===== config.mk =====
export PLATFORM = sky130hd
export DESIGN_NAME = srw_top
export DESIGN_NICKNAME = d
export VERILOG_FILES = /design/src/core/srw_pkg.sv /design/src/core/srw_pair.sv /design/src/core/srw_top.sv
export SDC_FILE = /design/constraint.sdc
export NUM_CORES = 1
export LEC_CHECK = 0
export ABC_AREA = 1
export BUFFER_PORTS_ARGS = -buffer_cell sky130_fd_sc_hd__buf_2
export CAP_MARGIN = 5
export CELL_PAD_IN_SITES_DETAIL_PLACEMENT = 0
export CELL_PAD_IN_SITES_GLOBAL_PLACEMENT = 1
export CORE_UTILIZATION = 35
export DETAILED_ROUTE_END_ITERATION = 16
export PLACE_DENSITY = 0.72
export SLEW_MARGIN = 20
export SYNTH_ARGS = -nofsm -noshare
export SYNTH_HDL_FRONTEND = slang
export SYNTH_SLANG_ARGS = --single-unit
export TNS_END_PERCENT = 100

===== constraint.sdc =====
create_clock -name ref_clk -period 4.6 [get_ports ref_clk]
set_input_delay 0.69 -clock ref_clk [delete_from_list [all_inputs] [get_ports ref_clk]]
set_output_delay 0.69 -clock ref_clk [all_outputs]
set_load 0.01 [all_outputs]

===== src/core/srw_pkg.sv =====
// Purpose: Constants for the set/reset waveform output group
// Assumes: Classic Wishbone slave, 32-bit data, byte addresses
// Notes: Four channel pairs, 16-bit base timer
package srw_pkg;
    localparam int PAIRS = 4;
    localparam int CH = 8;
    // Register byte offsets
    localparam logic [7:0] OFF_CMP0 = 8'h00;
    localparam logic [7:0] OFF_CMP_LAST = 8'h1c;
    localparam logic [7:0] OFF_CTRL0 = 8'h20;
    localparam logic [7:0] OFF_CTRL_LAST = 8'h3c;
    localparam logic [7:0] OFF_BASE_CTL_LOW = 8'h40;
    localparam logic [7:0] OFF_BASE_CTL_HIGH = 8'h44;
    localparam logic [7:0] OFF_PERIOD = 8'h48;
    localparam logic [7:0] OFF_FUNC_EN = 8'h4c;
    localparam logic [7:0] OFF_IRQ_REQ = 8'h50;
    localparam logic [7:0] OFF_IRQ_MASK = 8'h54;
    localparam logic [7:0] OFF_TIMER = 8'h58;
    localparam logic [7:0] OFF_PINS = 8'h5c;
    // Channel control fields
    localparam int CC_INV = 0;
    localparam int CC_PRESET = 1;
    localparam int CC_WIDTH = 2;
    // Base timer control high fields
    localparam int BC_RST_CH0 = 0;
    localparam int BC_RST_SECOND = 1;
    // Base timer control low fields
    localparam int BC_RST_PERIOD = 0;
    localparam int BC_RUN = 1;
    // Reset values and timer wrap value
    localparam logic [15:0] CMP_RESET = 16'h0000;
    localparam logic [15:0] TIMER_RESET = 16'h0000;
    localparam logic [15:0] TIMER_WRAP = 16'hffff;
    localparam logic [7:0] REG8_RESET = 8'h00;
endpackage : srw_pkg


===== src/core/srw_pair.sv =====
// Purpose: One even/odd channel pair of the set/reset waveform generator
// Assumes: Match strobes come from the shared base timer compare
// Notes: Output level is registered in the parent's state struct
`timescale 1ns/100ps
`default_nettype none
module srw_pair (
    // Configuration
    input wire logic en_even,
    input wire logic en_odd,
    input wire logic blocked,
    input wire logic preset_level,
    input wire logic invert,
    // Matches and state
    input wire logic match_even,
    input wire logic match_odd,
    input wire logic cur_level,
    input wire logic cur_active,
    // Next values
    output logic next_level,
    output logic next_active,
    output logic pin_value
);
    logic start;
    logic stop;

    // Start when both enables set, stop when both cleared
    assign start = en_even && en_odd && !blocked;
    assign stop = !en_even && !en_odd;

    // Raw waveform: set on even match, reset on odd match
    always_comb begin
        next_active = cur_active;
        next_level = cur_level;
        if (stop || blocked) begin
            next_active = 1'b0;
            next_level = preset_level;
        end else if (!cur_active) begin
            next_level = preset_level;
            if (start) begin
                next_active = 1'b1;
            end
        end else if (match_even) begin
            next_level = 1'b1;
        end else if (match_odd) begin
            next_level = 1'b0;
        end
    end

    // Inversion applies to the generated wave
    assign pin_value = cur_level ^ invert;
endmodule // srw_pair
`default_nettype wire


===== src/core/srw_top.sv =====
// Purpose: Set/reset waveform output group with shared 16-bit base timer
// Assumes: Classic Wishbone slave on ref_clk, one base-timer tick per clock
// Notes: Waves appear only on even-channel pins
// Function
// - Without inversion the pin goes high when the timer equals the even compare value.
// - The pin goes low when the timer equals the next odd compare value.
// - With no reset selection the timer runs free over 65536 clocks.
// - Channel-0 reset selection alone clears the timer on a channel 0 match.
// - Period reset selection alone clears the timer on a period compare match.
// - A pair starts generating once both its enable bits are set.
// - A pair stops generating when both its enable bits are cleared.
// - An even compare match sets that channel's interrupt request flag when the channel's enable bit is set.
// - An odd compare match sets that channel's interrupt request flag when the channel's enable bit is set.
// - A preset bit chooses the pin level held before generation starts.
// - The inversion bit drives the pin with the complement of the wave.
// - Channel 0 reset of the timer disables the wave and the match interrupt request flags on channels 0 and 1.
// - Waves appear only on the even-channel pins.
//
// Added by the designer: the register addresses and register access over Wishbone.
`timescale 1ns/100ps
`default_nettype none
module srw_top (
    // Clock and reset
    input wire logic ref_clk,
    input wire logic rst_b,
    // Wishbone slave
    input wire logic wb_cyc_i,
    input wire logic wb_stb_i,
    input wire logic wb_we_i,
    input wire logic [7:0] wb_adr_i,
    input wire logic [3:0] wb_sel_i,
    input wire logic [31:0] wb_dat_i,
    output logic [31:0] wb_dat_o,
    output logic wb_ack_o,
    output logic wb_err_o,
    // Waveform pins, one per channel pair
    output logic [srw_pkg::PAIRS-1:0] waveform_out_pin,
    // Interrupt
    output logic irq
);
    typedef struct packed {
        logic [srw_pkg::CH-1:0][15:0] cmp;
        logic [srw_pkg::CH-1:0][srw_pkg::CC_WIDTH-1:0] ctrl;
        logic [7:0] base_ctl_low;
        logic [7:0] base_ctl_high;
        logic [15:0] period;
        logic [srw_pkg::CH-1:0] func_en;
        logic [srw_pkg::CH-1:0] irq_req;
        logic [srw_pkg::CH-1:0] irq_mask;
        logic [15:0] timer;
        logic [srw_pkg::PAIRS-1:0] level;
        logic [srw_pkg::PAIRS-1:0] active;
        logic [srw_pkg::PAIRS-1:0] pins;
        logic ack;
        logic err;
        logic [31:0] rdata;
    } srw_state_t;

    srw_state_t st;
    srw_state_t next_st;

    logic [srw_pkg::CH-1:0] match;
    logic [srw_pkg::PAIRS-1:0] pair_level;
    logic [srw_pkg::PAIRS-1:0] pair_active;
    logic [srw_pkg::PAIRS-1:0] pair_pin;
    logic rst_ch0_sel;
    logic rst_period_sel;
    logic running;
    logic req;
    logic wr;

    // Reset source decode; only a lone selection is honoured
    assign rst_ch0_sel = st.base_ctl_high[srw_pkg::BC_RST_CH0]
        && !st.base_ctl_high[srw_pkg::BC_RST_SECOND]
        && !st.base_ctl_low[srw_pkg::BC_RST_PERIOD];
    assign rst_period_sel = st.base_ctl_low[srw_pkg::BC_RST_PERIOD]
        && !st.base_ctl_high[srw_pkg::BC_RST_SECOND]
        && !st.base_ctl_high[srw_pkg::BC_RST_CH0];
    assign running = st.base_ctl_low[srw_pkg::BC_RUN];

    // Compare matches against the base timer
    always_comb begin
        for (int c = 0; c < srw_pkg::CH; c++) begin
            match[c] = running && (st.timer == st.cmp[c]);
        end
    end

    // Channel pairs
    for (genvar p = 0; p < srw_pkg::PAIRS; p++) begin : g_pair
        srw_pair u_pair (
            .en_even(st.func_en[2*p]),
            .en_odd(st.func_en[2*p+1]),
            .blocked((p == 0) && rst_ch0_sel),
            .preset_level(st.ctrl[2*p][srw_pkg::CC_PRESET]),
            .invert(st.ctrl[2*p][srw_pkg::CC_INV]),
            .match_even(match[2*p]),
            .match_odd(match[2*p+1]),
            .cur_level(st.level[p]),
            .cur_active(st.active[p]),
            .next_level(pair_level[p]),
            .next_active(pair_active[p]),
            .pin_value(pair_pin[p])
        );
    end

    assign req = wb_cyc_i && wb_stb_i && !st.ack && !st.err;
    assign wr = req && wb_we_i;

    // Next-state logic: timer, bus, flags
    always_comb begin
        logic [7:0] a;
        logic [2:0] idx;
        logic hit;
        a = wb_adr_i;
        idx = wb_adr_i[4:2];
        hit = 1'b0;
        next_st = st;
        next_st.ack = 1'b0;
        next_st.err = 1'b0;

        // Base timer count, wrap and clear
        if (running) begin
            if ((rst_ch0_sel && match[0]) || (rst_period_sel && st.timer == st.period)) begin
                next_st.timer = srw_pkg::TIMER_RESET;
            end else begin
                next_st.timer = st.timer + 16'h0001;
            end
        end

        next_st.level = pair_level;
        next_st.active = pair_active;
        next_st.pins = pair_pin;

        // Register access
        if (req) begin
            hit = 1'b1;
            next_st.rdata = 32'h0000_0000;
            if (a >= srw_pkg::OFF_CMP0 && a <= srw_pkg::OFF_CMP_LAST) begin
                next_st.rdata = {16'h0000, st.cmp[idx]};
                if (wr && wb_sel_i[0]) next_st.cmp[idx][7:0] = wb_dat_i[7:0];
                if (wr && wb_sel_i[1]) next_st.cmp[idx][15:8] = wb_dat_i[15:8];
            end else if (a >= srw_pkg::OFF_CTRL0 && a <= srw_pkg::OFF_CTRL_LAST) begin
                next_st.rdata = {30'h0000_0000, st.ctrl[idx]};
                if (wr && wb_sel_i[0]) next_st.ctrl[idx] = wb_dat_i[srw_pkg::CC_WIDTH-1:0];
            end else begin
                case (a)
                    srw_pkg::OFF_BASE_CTL_LOW: begin
                        next_st.rdata = {24'h000000, st.base_ctl_low};
                        if (wr && wb_sel_i[0]) next_st.base_ctl_low = wb_dat_i[7:0];
                    end
                    srw_pkg::OFF_BASE_CTL_HIGH: begin
                        next_st.rdata = {24'h000000, st.base_ctl_high};
                        if (wr && wb_sel_i[0]) next_st.base_ctl_high = wb_dat_i[7:0];
                    end
                    srw_pkg::OFF_PERIOD: begin
                        next_st.rdata = {16'h0000, st.period};
                        if (wr && wb_sel_i[0]) next_st.period[7:0] = wb_dat_i[7:0];
                        if (wr && wb_sel_i[1]) next_st.period[15:8] = wb_dat_i[15:8];
                    end
                    srw_pkg::OFF_FUNC_EN: begin
                        next_st.rdata = {24'h000000, st.func_en};
                        if (wr && wb_sel_i[0]) next_st.func_en = wb_dat_i[7:0];
                    end
                    srw_pkg::OFF_IRQ_REQ: begin
                        next_st.rdata = {24'h000000, st.irq_req};
                        if (wr && wb_sel_i[0]) next_st.irq_req = st.irq_req & ~wb_dat_i[7:0];
                    end
                    srw_pkg::OFF_IRQ_MASK: begin
                        next_st.rdata = {24'h000000, st.irq_mask};
                        if (wr && wb_sel_i[0]) next_st.irq_mask = wb_dat_i[7:0];
                    end
                    srw_pkg::OFF_TIMER: begin
                        next_st.rdata = {16'h0000, st.timer};
                    end
                    srw_pkg::OFF_PINS: begin
                        next_st.rdata = {24'h000000, st.active, st.pins};
                    end
                    default: begin
                        hit = 1'b0;
                    end
                endcase
            end
            next_st.ack = hit;
            next_st.err = !hit;
        end

        // Match flags; setting wins over a clear in the same cycle
        for (int c = 0; c < srw_pkg::CH; c++) begin
            if (match[c] && st.func_en[c] && !(c < 2 && rst_ch0_sel)) begin
                next_st.irq_req[c] = 1'b1;
            end
        end
    end

    // State register
    always_ff @(posedge ref_clk) begin
        if (!rst_b) begin
            st <= '0; // All registers clear, run bit off stops the timer
        end else begin
            st <= next_st;
        end
    end

    assign wb_dat_o = st.rdata;
    assign wb_ack_o = st.ack;
    assign wb_err_o = st.err;
    assign waveform_out_pin = st.pins;
    assign irq = |(st.irq_req & st.irq_mask);
endmodule // srw_top
`default_nettype wire


==> results.py <==
metrics = {
    "floorplan": {
        "dieArea_mm2": 0.0390,
        "die_x_um": 197,
        "initial_utilization": 0.355,
        "ios": 88,
        "die_h_um": 197,
        "rows": 71,
        "core_mm2": 0.0377,
    },
    "cts": {
        "cts.sinks": 246,
        "cts_tree": "yes",
        "clk-insertion-delay-late_ns": 0.57,
        "hold_buffers": 0,
        "htree_levels": 1,
        "cts_resized": 0,
        "clkTransAtPathRegs_ns": 0.06,
        "cts_buffer_depth": 3,
        "cts_buffers": 29,
        "post_cts_buffers": 0,
        "cts_root_buf": "clkbuf_16",
    },
    "final_layout": {
        "num-fill-cells": 4102,
        "nets": 1976,
        "antenna_cells": 0,
        "seq_area_mm2": 0.00492,
        "design_area_mm2": 0.0146,
        "multi_input_area_mm2": 0.00678,
        "final_core_util": 0.387,
        "drive_above_1_share": 0.0884,
        "instances_no_fill": 2457,
        "area_growth_pct": 9.05,
    },
    "route": {
        "drc": 0,
        "drt_pass1_iterations": 5,
        "vias": 12881,
        "drtIter0Drc": 1036,
        "via_per_inst": 5.24,
        "avgRoutedWirePerCell_um": 20.3,
        "drt-total-wl_um": 49800,
        "postRouteAntennaNets": 0,
    },
    "logic_synthesis": {
        "avgSynthCellArea_um2": 6.79,
        "synth.top_cell.area_share": 0.368,
        "synthFlopType": "dfxtp_1",
        "yosysSeqAreaShare": 0.368,
        "synth_edf_count": 0,
        "synthCells": 1970,
        "synth_area_leader_cell": "dfxtp_1",
        "synth_most_common_cell": "nand2_1",
        "synth_area_mm2": 0.0134,
        "ys_async_sr_fraction": 0,
        "synth_common_cells": "374 x nand2_1, 246 x dfxtp_1, 239 x nor2_1",
        "synth.area.top_cells": "dfxtp_1 37%, nand2_1 10%, nor2_1 6.7%",
        "ys_warn_count": 0,
        "synth-seq-cells": 246,
        "synthDistinctLibCells": 42,
    },
    "timing": {
        "slew_viol_final": 0,
        "tns_ns": 0,
        "hold_viol": 0,
        "relSlewSlack": 0.296,
        "worst_pin_slew_ns": 1.06,
        "post-route-period-util": 0.653,
        "post-route-min-period_ns": 3.01,
        "fin_skew_ns": 0.0110,
        "setup_viol": 0,
        "rsz0062_at_grt": "no",
        "max_freq_ghz": 0.333,
    },
    "hold_path": {
        "hp-start": "st[117]",
        "hp-class": "register to register",
    },
    "placed_design": {
        "postPlaceCellArea_mm2": 0.0136,
        "port_buffers": 53,
        "numPlacedInstances": 2406,
        "place_congestion": 0.931,
        "dp_hpwl_um": 35300,
    },
    "critical_path": {
        "rr_startpoint": "st[46]",
        "worstSetupPathType": "register to register",
        "cp.required_ns": 5.03,
        "critPathLaunchType": "register",
        "crit_path_start": "st[46]",
        "crit_arrival_ns": 3.43,
        "end_kind": "register",
        "path_max_fanout": 16,
    },
    "global_route": {
        "grt_remaining_overflow": 0,
        "grt_pass1_vias": 12230,
        "grt_max_degree": 79,
        "track_usage": 0.258,
        "grt_pass1_wl_um": 75400,
        "antenna_found_initial": 0,
    },
    "power_and_ir_drop": {
        "p_leak_nw": 5.37,
        "peakVddDrop_mv": 0.268,
        "powerDensity_mw_per_mm2": 323,
    },
    "status": {
        "outcome": "completed",
    },
    "job": {
        "maxCapViolations": 0,
    },
}
cell usage in the layout (no fill, tap or decap), types with 2 or more instances in the layout:
cell,synthesis,routed
buf_2,31,52
nand3_2,17,17
o2111ai_1,11,11
dfxtp_1,246,246
nor2_1,239,236
xnor2_1,26,26
conb_1,1,16
o21ai_1,21,21
nand2_1,374,374
a211oi_2,24,24
inv_2,6,6
nor2_2,2,5
clkinv_2,0,6
clkbuf_8,0,7
o22ai_1,66,66
clkbuf_16,0,29
clkbuf_1,77,6
bufinv_16,0,2
inv_1,238,238
a22oi_1,8,8
nand4_1,41,41
nand3_1,66,66
a211oi_1,48,48
a21oi_1,174,174
nor3_1,14,14
o21ai_0,143,143
xor2_1,28,28
buf_4,41,15
nand3b_1,4,4
flip-flops by register name, indices dropped and copies added, names as in the netlist:
| name | cells |
|---|---|
| wb_ack_o | 1 |
| waveform_out_pin | 4 |
| st | 223 |
| wb_dat_o | 16 |
| wb_err_o | 1 |
| running | 1 |
power by group:
part / internal, W / leakage, nW / total (W) / switching (W)
Combinational: 0.0000493 / 2.92 / 0.000253 / 0.000204
Sequential: 0.00214 / 1.98 / 0.00214 / 0.00000357
Clock: 0.00138 / 0.471 / 0.00232 / 0.000949
path summary, 6_finish.rpt:
kind              to  slack [ns]  cells past startpoint
max           st[58]        1.59                     11
max reg2reg   st[58]        1.59                     11
min reg2reg  st[117]        0.46                      2
min          st[117]        0.46                      2
per-layer routing:
| layer | track usage | vias up | wire length [um] |
|---|---|---|---|
| met5 | 0 | - | 0 |
| met4 | 0.129 | 0 | 2660 |
| met3 | 0.0466 | 125 | 3410 |
| met2 | 0.393 | 434 | 21300 |
| met1 | 0.348 | 5983 | 22500 |
| li1 | - | 6339 | - |
cell type report:
type / count / share of cell area
multi-input cells: 1336 / 0.465
clock inverters: 9 / 0.00678
clock buffers: 42 / 0.0579
flip-flops and latches: 246 / 0.338
inverters: 246 / 0.0635
repair buffers: 67 / 0.0256
well taps: 511 / 0.0438
worst max-delay path: stages (launching register included):
cell	delay, ns
dfxtp_1	0.73
clkinv_1	0.52
nand2_1	0.15
nand2_1	0.06
nor2_1	0.11
nand2_1	0.06
nor2_1	0.28
nand4_1	0.24
nand2_1	0.11
nand2_1	0.05
nand2_1	0.47
nor2_1	0.09
logic make-up (layout without fill, tap and decap cells):
logic type | after synthesis | after routing | synth area share
simple gates | 764 | 764 | 0.244
compound gates | 501 | 501 | 0.222
buf+inv | 403 | 364 | 0.130
flops | 246 | 246 | 0.368
xor+xnor | 54 | 54 | 0.0354
fa+ha+maj | 1 | 1 | 0.000935
other cells | 1 | 16 | 0.000280
per-stage QoR:
step / power (W) / setup slack, ns / hold slack, ns
6_report: 0.00472 / 1.59 / 0.456
5_1_grt: 0.00485 / 1.29 / 0.468
4_1_cts: 0.00475 / 1.64 / 0.458
3_5_place_dp: 0.00244 / 1.34 / 0.449
3_3_place_gp: 0.00244 / 1.36 / 0.444
2_1_floorplan: 0.00235 / 2.50 / 0.425
Note: power is estimated with default switching activity, not from simulation.
